--- src/shared/dds_cw1_pkg.sv ---
// constants and carrier types for the first dds control word, low half
package dds_cw1_pkg;

    // ------------------------------------------------------------
    // field positions
    // ------------------------------------------------------------
    localparam int unsigned SINE_SELECT_BIT = 16;
    localparam int unsigned LOAD_RAMP_RATE_BIT = 15;
    localparam int unsigned RAMP_AUTOCLEAR_BIT = 14;
    localparam int unsigned PHASE_AUTOCLEAR_BIT = 13;
    localparam int unsigned RAMP_CLEAR_BIT = 12;
    localparam int unsigned PHASE_CLEAR_BIT = 11;
    localparam int unsigned AUTO_KEYING_BIT = 9;
    localparam int unsigned KEYING_ENABLE_BIT = 8;
    localparam int unsigned DIGITAL_SLEEP_BIT = 7;
    localparam int unsigned DAC_SLEEP_BIT = 6;
    localparam int unsigned REFERENCE_CLOCK_INPUT_SLEEP_BIT = 5;
    localparam int unsigned EXT_SLEEP_MODE_BIT = 3;
    localparam int unsigned SDIO_INPUT_ONLY_BIT = 1;
    localparam int unsigned LSB_FIRST_BIT = 0;
    localparam int unsigned RAMP_ENABLE_BIT = 19;

    // ------------------------------------------------------------
    // register layout
    // ------------------------------------------------------------
    localparam int unsigned CW_WIDTH = 32;
    localparam int unsigned PROFILE_WIDTH = 3;
    localparam logic [CW_WIDTH-1:0] CW1_RESET = 32'h0001_0008;
    // open positions 10, 4, 2 and everything above 16 stay zero
    localparam logic [CW_WIDTH-1:0] CW1_WRITE_MASK = 32'h0001_FBEB;

    // ------------------------------------------------------------
    // carriers
    // ------------------------------------------------------------
    typedef struct packed {
        logic sine_select;
        logic keying_enable;
        logic auto_keying;
        logic dac_sleep;
        logic fast_recovery_sleep;
        logic sdio_input_only;
        logic lsb_first;
    } core_ctrl_t;

    typedef struct packed {
        logic ramp_acc_clear;
        logic phase_acc_clear;
        logic load_ramp_rate;
    } acc_ctrl_t;

endpackage

--- src/rtl/dds_control_word_one_low.sv ---
// first dds control word, low half: shadow, update alignment, controls
`timescale 1ns/1ps
`default_nettype none

module dds_control_word_one_low
    import dds_cw1_pkg::*;
(
    // clock and reset
    input wire logic mclk,
    input wire logic nrst,
    // register port from the serial engine
    input wire logic wr_en,
    input wire logic [CW_WIDTH-1:0] wr_data,
    output logic [CW_WIDTH-1:0] rd_data,
    // update sources and timing
    input wire logic io_update,
    input wire logic [PROFILE_WIDTH-1:0] profile_select_pins,
    input wire logic sync_tick,
    input wire logic [CW_WIDTH-1:0] dds_control_word_two,
    // controls to the core
    output core_ctrl_t core_ctrl,
    output acc_ctrl_t acc_ctrl,
    output logic digital_sleep,
    output logic reference_clock_input_sleep
);

    // ------------------------------------------------------------
    // shadow register written by the host
    // ------------------------------------------------------------
    logic [CW_WIDTH-1:0] shadow;
    logic [PROFILE_WIDTH-1:0] last_profile;
    logic pending;
    logic ramp_pulse;
    logic phase_pulse;
    logic [CW_WIDTH-1:0] active;
    logic update_event;
    logic apply;
    // accumulator control flops
    logic ramp_clear;
    logic phase_clear;
    logic load_ramp;
    // core control flops
    logic wave_sine;
    logic keying_on;
    logic keying_auto;
    logic dac_off;
    logic fast_sleep;
    logic sdio_in;
    logic lsb_order;

    always_ff @(posedge mclk or negedge nrst) begin
        if (!nrst) begin
            shadow <= CW1_RESET;
        end else if (wr_en) begin
            shadow <= wr_data & CW1_WRITE_MASK;
        end
    end

    assign rd_data = shadow;

    // ------------------------------------------------------------
    // update detection and sync alignment
    // ------------------------------------------------------------
    always_ff @(posedge mclk or negedge nrst) begin
        if (!nrst) begin
            last_profile <= '0;
        end else begin
            last_profile <= profile_select_pins;
        end
    end

    assign update_event = io_update
        || (profile_select_pins != last_profile);
    assign apply = pending && sync_tick;

    // a new event in the applying cycle stays pending
    always_ff @(posedge mclk or negedge nrst) begin
        if (!nrst) begin
            pending <= 1'b0;
        end else begin
            pending <= update_event || (pending && !sync_tick);
        end
    end

    always_ff @(posedge mclk or negedge nrst) begin
        if (!nrst) begin
            active <= CW1_RESET;
        end else if (apply) begin
            active <= shadow;
        end
    end

    // ------------------------------------------------------------
    // accumulator clears
    // ------------------------------------------------------------
    // autoclear pulses last from one sync edge to the next
    always_ff @(posedge mclk or negedge nrst) begin
        if (!nrst) begin
            ramp_pulse <= 1'b0;
            phase_pulse <= 1'b0;
        end else if (sync_tick) begin
            ramp_pulse <= apply && shadow[RAMP_AUTOCLEAR_BIT];
            phase_pulse <= apply && shadow[PHASE_AUTOCLEAR_BIT];
        end
    end

    // static clear follows the applied word, autoclear the pulse
    always_ff @(posedge mclk or negedge nrst) begin
        if (!nrst) begin
            ramp_clear <= 1'b0;
        end else begin
            ramp_clear <= active[RAMP_CLEAR_BIT] || ramp_pulse;
        end
    end

    always_ff @(posedge mclk or negedge nrst) begin
        if (!nrst) begin
            phase_clear <= 1'b0;
        end else begin
            phase_clear <= active[PHASE_CLEAR_BIT] || phase_pulse;
        end
    end

    // reload only has meaning while the ramp generator runs
    always_ff @(posedge mclk or negedge nrst) begin
        if (!nrst) begin
            load_ramp <= 1'b0;
        end else begin
            load_ramp <= apply
                && shadow[LOAD_RAMP_RATE_BIT]
                && dds_control_word_two[RAMP_ENABLE_BIT];
        end
    end

    assign acc_ctrl = '{
        ramp_acc_clear: ramp_clear,
        phase_acc_clear: phase_clear,
        load_ramp_rate: load_ramp
    };

    // ------------------------------------------------------------
    // waveform select
    // ------------------------------------------------------------
    always_ff @(posedge mclk or negedge nrst) begin
        if (!nrst) begin
            wave_sine <= CW1_RESET[SINE_SELECT_BIT];
        end else begin
            wave_sine <= active[SINE_SELECT_BIT];
        end
    end

    // ------------------------------------------------------------
    // amplitude keying
    // ------------------------------------------------------------
    // auto mode is masked here so the core never sees it ungated
    always_ff @(posedge mclk or negedge nrst) begin
        if (!nrst) begin
            keying_on <= CW1_RESET[KEYING_ENABLE_BIT];
            keying_auto <= 1'b0;
        end else begin
            keying_on <= active[KEYING_ENABLE_BIT];
            keying_auto <= active[AUTO_KEYING_BIT]
                && active[KEYING_ENABLE_BIT];
        end
    end

    // ------------------------------------------------------------
    // update-gated power controls
    // ------------------------------------------------------------
    always_ff @(posedge mclk or negedge nrst) begin
        if (!nrst) begin
            dac_off <= CW1_RESET[DAC_SLEEP_BIT];
            fast_sleep <= CW1_RESET[EXT_SLEEP_MODE_BIT];
        end else begin
            dac_off <= active[DAC_SLEEP_BIT];
            fast_sleep <= active[EXT_SLEEP_MODE_BIT];
        end
    end

    // ------------------------------------------------------------
    // serial port format
    // ------------------------------------------------------------
    // format changes only at an update, never inside a transfer
    always_ff @(posedge mclk or negedge nrst) begin
        if (!nrst) begin
            sdio_in <= CW1_RESET[SDIO_INPUT_ONLY_BIT];
            lsb_order <= CW1_RESET[LSB_FIRST_BIT];
        end else begin
            sdio_in <= active[SDIO_INPUT_ONLY_BIT];
            lsb_order <= active[LSB_FIRST_BIT];
        end
    end

    assign core_ctrl = '{
        sine_select: wave_sine,
        keying_enable: keying_on,
        auto_keying: keying_auto,
        dac_sleep: dac_off,
        fast_recovery_sleep: fast_sleep,
        sdio_input_only: sdio_in,
        lsb_first: lsb_order
    };

    // ------------------------------------------------------------
    // immediate power controls
    // ------------------------------------------------------------

    // these two act without waiting for an update
    always_ff @(posedge mclk or negedge nrst) begin
        if (!nrst) begin
            digital_sleep <= CW1_RESET[DIGITAL_SLEEP_BIT];
            reference_clock_input_sleep <= CW1_RESET[REFERENCE_CLOCK_INPUT_SLEEP_BIT];
        end else begin
            digital_sleep <= shadow[DIGITAL_SLEEP_BIT];
            reference_clock_input_sleep <= shadow[REFERENCE_CLOCK_INPUT_SLEEP_BIT];
        end
    end

endmodule

`default_nettype wire

--- config.mk ---
export PLATFORM = sky130hd
export DESIGN_NAME = dds_control_word_one_low
export DESIGN_NICKNAME = d
export VERILOG_FILES = /design/src/shared/dds_cw1_pkg.sv /design/src/rtl/dds_control_word_one_low.sv
export SDC_FILE = /design/constraint.sdc
export NUM_CORES = 1
export LEC_CHECK = 0
export BUFFER_PORTS_ARGS = -buffer_cell sky130_fd_sc_hd__clkbuf_2
export CORE_AREA = 10 10 86 88
export CTS_BUF_LIST = sky130_fd_sc_hd__clkbuf_16
export CTS_CLUSTER_DIAMETER = 80
export CTS_CLUSTER_SIZE = 10
export DETAILED_ROUTE_END_ITERATION = 6
export DIE_AREA = 0 0 96 98
export HOLD_SLACK_MARGIN = 0.05
export PLACE_DENSITY_LB_ADDON = 0.25
export SYNTH_ARGS = -nofsm -noshare
export SYNTH_HDL_FRONTEND = slang
export SYNTH_SLANG_ARGS = --single-unit
--- constraint.sdc ---
create_clock -name mclk -period 1.45 [get_ports mclk]
set_clock_uncertainty 0.1 [all_clocks]
set_input_delay 0.145 -clock mclk [delete_from_list [all_inputs] [get_ports mclk]]
set_output_delay 0.145 -clock mclk [all_outputs]
set_load 0.01 [all_outputs]
* After elaboration in Yosys (flattened, before gate mapping)
Index checks and enable logic that the tools add are counted.
** Storage, ports and cells
- Flip-flop bits (word level) :: 46
- Word-level logic and storage cells :: 31
- Bits of input ports :: 72
- Output and inout bits :: 44
** Operators by class
- Eq/ne operators :: 1
- Reductions and logical operators :: 12
** Operators with widths (number)
- logical AND 1 bit :: 7
- logical OR 1 bit :: 4
- != test 3 bit :: 1
- zero test 1 bit :: 1

* Logic depth before layout (Yosys ltp)
Gate-level depths: netlist of the first run.
- Depth after elaboration :: 3
- Gate-level depth with buffers :: 4
- Depth with buffers taken out :: 3

* Worst setup path after synthesis of the first run
No wires, ideal clock.
- Path type :: reg-to-reg
- From :: register pending
- To :: register active[11]
- Path slack :: 0.326 ns
- Stages on the path, launching flop included :: 4
- Arrival time :: 0.899 ns
- Data required time :: 1.225 ns
- Setup time :: 0.125 ns
- Path buffers :: 1
- Clock period less this slack :: 1.124 ns
- Cells stage by stage :: dfrtp_1 > nand2_2 > buf_6 > mux2_4
** Between the ends
- Longest elaborated chain between the ends :: 1
** Ends and longest elaborated chain
- from (decl) :: RTL line dds_control_word_one_low.sv:32 : logic pending;
- from (signal assigned) :: RTL line dds_control_word_one_low.sv:81 : pending <= update_event || (pending && !sync_tick);
- logical AND 1 bit :: RTL line dds_control_word_one_low.sv:74 : assign apply = pending && sync_tick;
- to (signal assigned) :: RTL line dds_control_word_one_low.sv:89 : active <= shadow;
- to (decl) :: RTL line dds_control_word_one_low.sv:35 : logic [CW_WIDTH-1:0] active;
Every way passes these cells.
A chain may end at the register's enable or synchronous reset.

* Worst setup path after layout of the first run
- From :: register pending
- To :: register active[0]
Same word-level chain as after synthesis.

==> metrics list, run 1 <==
- Total congestion overflow after global routing: 0
- In the synthesized netlist the dominant register cell turns out to be sky130_fd_sc_hd__dfrtp_1.
- Once layout is done, the placed cells without fillers occupy 2195 sq um.
- Sequential area share after synthesis: 0.6141
- Top-level I/O count: 116
* Number of flip-flops and latches in the synthesized netlist: 41
- Number of global-route vias before repair: 1087
- Sorting the synthesized cells by how often they occur yields 35 x sky130_fd_sc_hd__dfrtp_1, 28 x sky130_fd_sc_hd__buf_4, 13 x sky130_fd_sc_hd__mux2_4.
- At the end of the flow the core is filled with cells to 0.3820.
* Average cell area after synthesis: 14.76 sq um
- NumNets Final: 248
* Initial antenna violation count: 0
- The longest clock path from root to sink contains 2 buffers.
- Summed over all layers, the routed wires come to 3340 microns.
- Required time at the endpoint of the critical path: 1.51 ns
- Of the post-synthesis cell area, the dominant cell type holds 0.5204.
- During placement, the flow inserted port buffers numbering 48.
* Async S/R FF share, synth: 1.000
- The initial utilization of the core area, before any placement, comes to 0.2929.
* Gate count of the mapped netlist: 114
* Die X: 96 microns
- STA classifies the critical path startpoint as a flop.
- 0 antenna diodes ended up in the layout.
- Netlist Area Pre-Place: 1683 sq um
* Total power per unit cell area: 1284 nW/um^2
- CTS tree: yes
- In the final layout, the share of cells above drive strength 1 is 0.4802.
- Number of hold violations in the final report: 0
- CTS placed an instance of sky130_fd_sc_hd__clkbuf_16 at the clock tree root.
- Final sum of negative setup slack: 0 ns
- The synthesized design spends more area on one cell type than any other, namely sky130_fd_sc_hd__dfrtp_1.
- After detailed routing, the average wire length per cell comes to 13.25 microns.
- Final GP Congestion: 0.6375
- The final number of max-transition violations is 0.
* Number of levels the H-tree was split into: 2
- Die Height: 98 microns
* Leak: 1.082 nW
- Cells taking the most area after synthesis: sky130_fd_sc_hd__dfrtp_1 52%, sky130_fd_sc_hd__buf_4 12%, sky130_fd_sc_hd__mux2_4 12%
* Area growth from synthesis to layout: 30.41%
* Final ANT Viol Nets: 0
- Die area: 9408 sq um
* Max reg flops: 14
- The floorplan step defined a core boundary enclosing 5746 sq um.
* HPWL after detailed placement: 2511 microns
- The first routing iteration left 7 violations.
- Post-Place Setup Slack: 0.1368 ns
- In the global route stage, overall resource usage came out at 0.07419.
- Post-cts sizing count: 0
- Post-synth EDFFs: 0
- Max-cap violations in this run came to 0.
- Static timing analysis puts the maximum clock frequency at 773.7 MHz.
- For the worst setup path, the data arrival time is 1.35 ns.
- Minimum hold slack: 0.09165 ns
- The worst setup path is of the flop to flop kind.
- For the worst-skew pair, the clock arrives at the later sink with an insertion delay of 0.27 ns.
- Setup violations remaining at the end of the flow were counted as 0.
* Worst hold path type: primary input to flop
* Crit share post-route: 0.8914
- Summing all placed instances gives a cell area of 1857 sq um.
* Min cycle time layout: 1.293 ns
- Number of buffers inserted by hold repair at cts: 20
- Worst setup EP type: flop
- Post-DR vias/cell: 3.714
* Highest net fanout along the worst path: 12
- The clock net in this run drives a total of 41 sinks.
- Clock-pin slew was measured on the worst setup and hold paths at 0.06 ns.
- RSZ-0062 raised after global routing: false
* Wire length of the first global-routing pass: 5506 microns
* Detailed-routing iteration count for the pre-antenna-repair pass: 4
- Entering global routing, the biggest net connects 42 pins.
* Remaining design rule violation count: 0
- Setup bufs post-CTS: 0
- Cell Rows: 28
- Once routing completed, OpenROAD measured the worst setup slack at 0.1575 ns.
- Detailed-route via count: 936
- Synthesis warning total: 0
- In the post-synthesis netlist, the cell with the most instances is sky130_fd_sc_hd__dfrtp_1.
- Clock buffer count from CTS: 5
- IR analysis of the VDD net gives a maximum drop of 0.5875 mV.
* Result of the run: finished clean
- Synth unique cells: 18
worst max-delay path, stage by stage, from the launching register on:
cell	delay, ns
sky130_fd_sc_hd__dfrtp_1	0.39
sky130_fd_sc_hd__nand2_2	0.31
sky130_fd_sc_hd__mux2_2	0.38
cells in the final DEF, fill, tap and decap left out, types with 5 or more instances in the layout:
| cell | n |
|---|---|
| sky130_fd_sc_hd__dfrtp_1 | 35 |
| sky130_fd_sc_hd__conb_1 | 18 |
| sky130_fd_sc_hd__clkbuf_16 | 5 |
| sky130_fd_sc_hd__dfstp_2 | 6 |
| sky130_fd_sc_hd__mux2_2 | 8 |
| sky130_fd_sc_hd__mux2_4 | 13 |
| sky130_fd_sc_hd__dlygate4sd3_1 | 20 |
| sky130_fd_sc_hd__clkbuf_2 | 48 |
final timing paths:
check                      slack [ns]  startpoint            end  cells after the start
min reg2reg                      0.26  active[16]      wave_sine                      0
max in group asynchronous        0.72        nrst      active[3]                      3
max reg2reg                      0.16     pending      active[0]                      2
min                              0.09   sync_tick    phase_pulse                      3
max                              0.16     pending      active[0]                      2
min in group asynchronous        0.27        nrst  digital_sleep                      3
per-stage QoR:
step | instances | total power [W]
after global routing | 252 | 0.002971
after floorplan | 131 | 0.001696
after CTS | 252 | 0.002862
after global placement | 224 | 0.001773
after detailed placement | 224 | 0.001787
final | 252 | 0.002818
cell type report:
class / count / area [sq um]
Multi-Input combinational cell: 56 / 457.9
Timing Repair Buffer: 69 / 460.4
Tap cell: 75 / 93.84
Clock inverter: 3 / 12.51
Clock buffer: 5 / 125.1
Sequential cell: 41 / 1033
Inverter: 3 / 11.26
Fill cell: 562 / 3551
power by group:
group	total [W]	leakage [nW]	internal [W]	switching [W]
logic	0.000427	0.539	0.000231	0.000195
clock network	0.00102	0.0687	0.000621	0.000400
registers	0.00137	0.474	0.00130	0.0000683
total	0.00282	1.08	0.00215	0.000664
metal layers:
layer | vias up | part of all wire | global-route usage
li1 | 445 | - | -
met1 | 453 | 0.35 | 0.07549
met2 | 36 | 0.53 | 0.1274
met3 | 2 | 0.11 | 0.04211
met4 | 0 | 0.0057 | 0.01703
met5 | - | 0 | 0
logic make-up (layout without fill, tap and decap cells):
kind of cell              Yosys count  count (layout)  synth area share
AOI/OAI and AO/OA                   5               5           0.01933
xor gates and xnor gates            3               3           0.01562
buffers and inverters              34              80            0.1517
DFF                                41              41            0.6141
muxes                              21              21            0.1695
other                               1              18          0.002228
and+or+nand+nor                     9               9           0.02751
Power figures use the tool's default switching activity.
==> run 2: changes to the inputs <==
BUFFER_PORTS_ARGS = unset   (was -buffer_cell sky130_fd_sc_hd__clkbuf_2)
DONT_BUFFER_PORTS = 1   (was unset)
==> run 2 against run 1 <==
  * The flow now finishes with violations (negative hold slack)
  * Sequential share of layout area rose by 4.7 points
  * Non-clock buffer count decreased by 44
  * Die area stayed put
  * Power down 3.8%
  * Combinational power fell by 37%
  * Critical path depth unchanged
  * Critical path type unchanged
  * Critical endpoint is now rd_data[16]
  * Largest cell class unchanged
  * Largest power group unchanged
==> metrics list, run 2 (synthesis results as in run 1) <==
* RR Startpoint: rd_data[16]
* Routed len/inst: 15.48 microns
* Leading cell type in the layout, fill and taps excluded: sky130_fd_sc_hd__dfrtp_1
- The total area inside the core boundary comes to 5746 sq um.
- In the final layout, the share of cells above drive strength 1 is 0.2707.
- Following the worst setup path forward leads to its endpoint at rd_data[16].
- Along the worst path, the maximum fanout reaches 3.
- The endpoint identified for the worst register-to-register timing path is rd_data[16].
- Crit share post-route: 0.9804
- The run finished, with violations left.
* Post-DR vias/cell: 3.851
- The final reports fail on negative hold slack.
- From synthesis to final layout, the design area changed by 18.66%.
- Max-slew violations: 0
- Cell Rows: 28
- The via count of the first global-routing pass is 937.
* Total power per unit cell area: 1357 nW/um^2
- Source of the critical timing path: rd_data[16]
- Final GP Congestion: 0.6168
* Aggregate global-route resource usage: 0.07069
- Number of levels the H-tree was split into: 2
- Detailed-route via count: 801
* Minimum hold slack: -0.07149 ns
- Buffers added to address setup during post-CTS repair amount to 0.
* Die area: 9408 sq um
- In this run the register-to-register setup slack is 0.03 ns.
- Derived from the worst setup path, the maximum achievable clock frequency is 703.4 MHz.
* Final ANT Viol Nets: 0
* Data arrival time at the worst-slack endpoint: 1.53 ns
* Initial Util: 0.2929
* Pin count of the biggest net entering global routing: 42
* CTS tree: yes
- Buffers placed on the I/O ports in this run total 0.
- The analysis attributes to cell leakage a power of 0.9091 nW.
- NumNets Final: 204
- Clock buffer count from CTS: 5
- Core utilization of the finished layout: 0.3476
* HPWL after detailed placement: 2340 microns
- The number of antenna violations at the first check in global routing came to 0.
- After detailed routing, the number of remaining DRC violations is 0.
- In the layout the commonest cells are 35 x sky130_fd_sc_hd__dfrtp_1, 24 x sky130_fd_sc_hd__dlygate4sd3_1, 18 x sky130_fd_sc_hd__conb_1.
- Setup repair after global routing left no endpoint under its margin.
* Min cycle time layout: 1.422 ns
* Final sum of negative setup slack: 0 ns
- Summed over all layers, the global routing overflow is 0.
* Die Height: 98 microns
- The layout has 568 filler cells.
* Maximum vdd drop: 0.6777 mV
* Starting DRC count in detailed routing: 14
- For this run, the number of standard cells in the final layout without fillers is 208.
* Power consumption: 0.002710 W
* Worst setup EP type: flop
- Wire length of the first global-routing pass: 5043 microns
- The final-report hold violation count is 10.
* ANT cells: 0
- Counting along the longest clock path gives a buffer depth of 2.
- The register with the most flip-flops in the layout has 14 of them.
- The path class of the tightest hold or removal check is primary input to flop.
- Type of the worst setup path: flop to flop
- Top-level I/O count: 116
- Detailed-routing iteration count for the pre-antenna-repair pass: 3
* Worst-Skew Late Latency: 0.27 ns
- Die X: 96 microns
- Category of the worst setup path launch point: flop
- Worst r2r path cells: 2
- Number of clock sinks seen by CTS: 41
* Total of max-cap violations: 0
* Final setup fails: 0
* # placed instances: 175
- The cell sitting at the root of the clock tree is a sky130_fd_sc_hd__clkbuf_16.
* Clock-pin slew on the worst setup and hold paths: 0.05 ns
- After detailed routing, the total wire length is 3220 microns.
- At the worst endpoint, the required time is 1.56 ns.
-- run 2: worst min path at each step --
stage	startpoint	endpoint	depth (start not counted)
after CTS	wr_en	rd_data[1]	1
after global routing	wr_en	rd_data[11]	1
after global placement	nrst	digital_sleep	0
after floorplan	nrst	active[0]	0
after detailed placement	nrst	digital_sleep	0
final	wr_en	rd_data[5]	1
-- run 2: per-layer routing --
metal  global-route usage  vias to the layer above  routed length (microns)
li1                     -                      361                        -
met5                    0                        -                        0
met3              0.04135                        4                      363
met2               0.1191                       34                     1695
met4              0.02384                        0                       20
met1              0.07016                      402                     1141
-- run 2: metrics by stage --
step                area, sq um  hold slack [ns]  worst slack, ns
floorplan                  1747          -0.2506           0.3263
global placement           1597          -0.2491           0.1667
detailed placement         1597          -0.2492           0.1488
CTS                        1993         -0.07897          0.02180
global route               1997         -0.08119         0.002232
finish                     1997         -0.07149          0.02837
-- run 2: worst max-delay path: stages, from the launching register on --
cell and delay, ns:
sky130_fd_sc_hd__dfstp_2 0.57, sky130_fd_sc_hd__mux2_4 0.15, sky130_fd_sc_hd__dlygate4sd3_1 0.54
-- run 2: what timing repair did --
item,in CTS,in global routing
resized for setup,0,1
endpoints found under the setup margin,0,2
hold endpoints to repair,62,11
hold buffers,25,1
-- run 2: layout make-up --
cell class / count / area (sq um) / area share
Timing Repair Buffer: 25 / 260.3 / 0.1303
Inverter: 3 / 11.26 / 0.005639
Clock inverter: 3 / 11.26 / 0.005639
Multi-Input combinational cell: 56 / 461.7 / 0.2312
Tap cell: 75 / 93.84 / 0.04699
Sequential cell: 41 / 1033 / 0.5175
Clock buffer: 5 / 125.1 / 0.06266
-- run 2: where the power goes --
| group | switching [W] | total [W] | internal [W] |
|---|---|---|---|
| Combinational | 0.0000985 | 0.000268 | 0.000170 |
| Sequential | 0.000131 | 0.00144 | 0.00130 |
| Clock | 0.000388 | 0.00101 | 0.000618 |
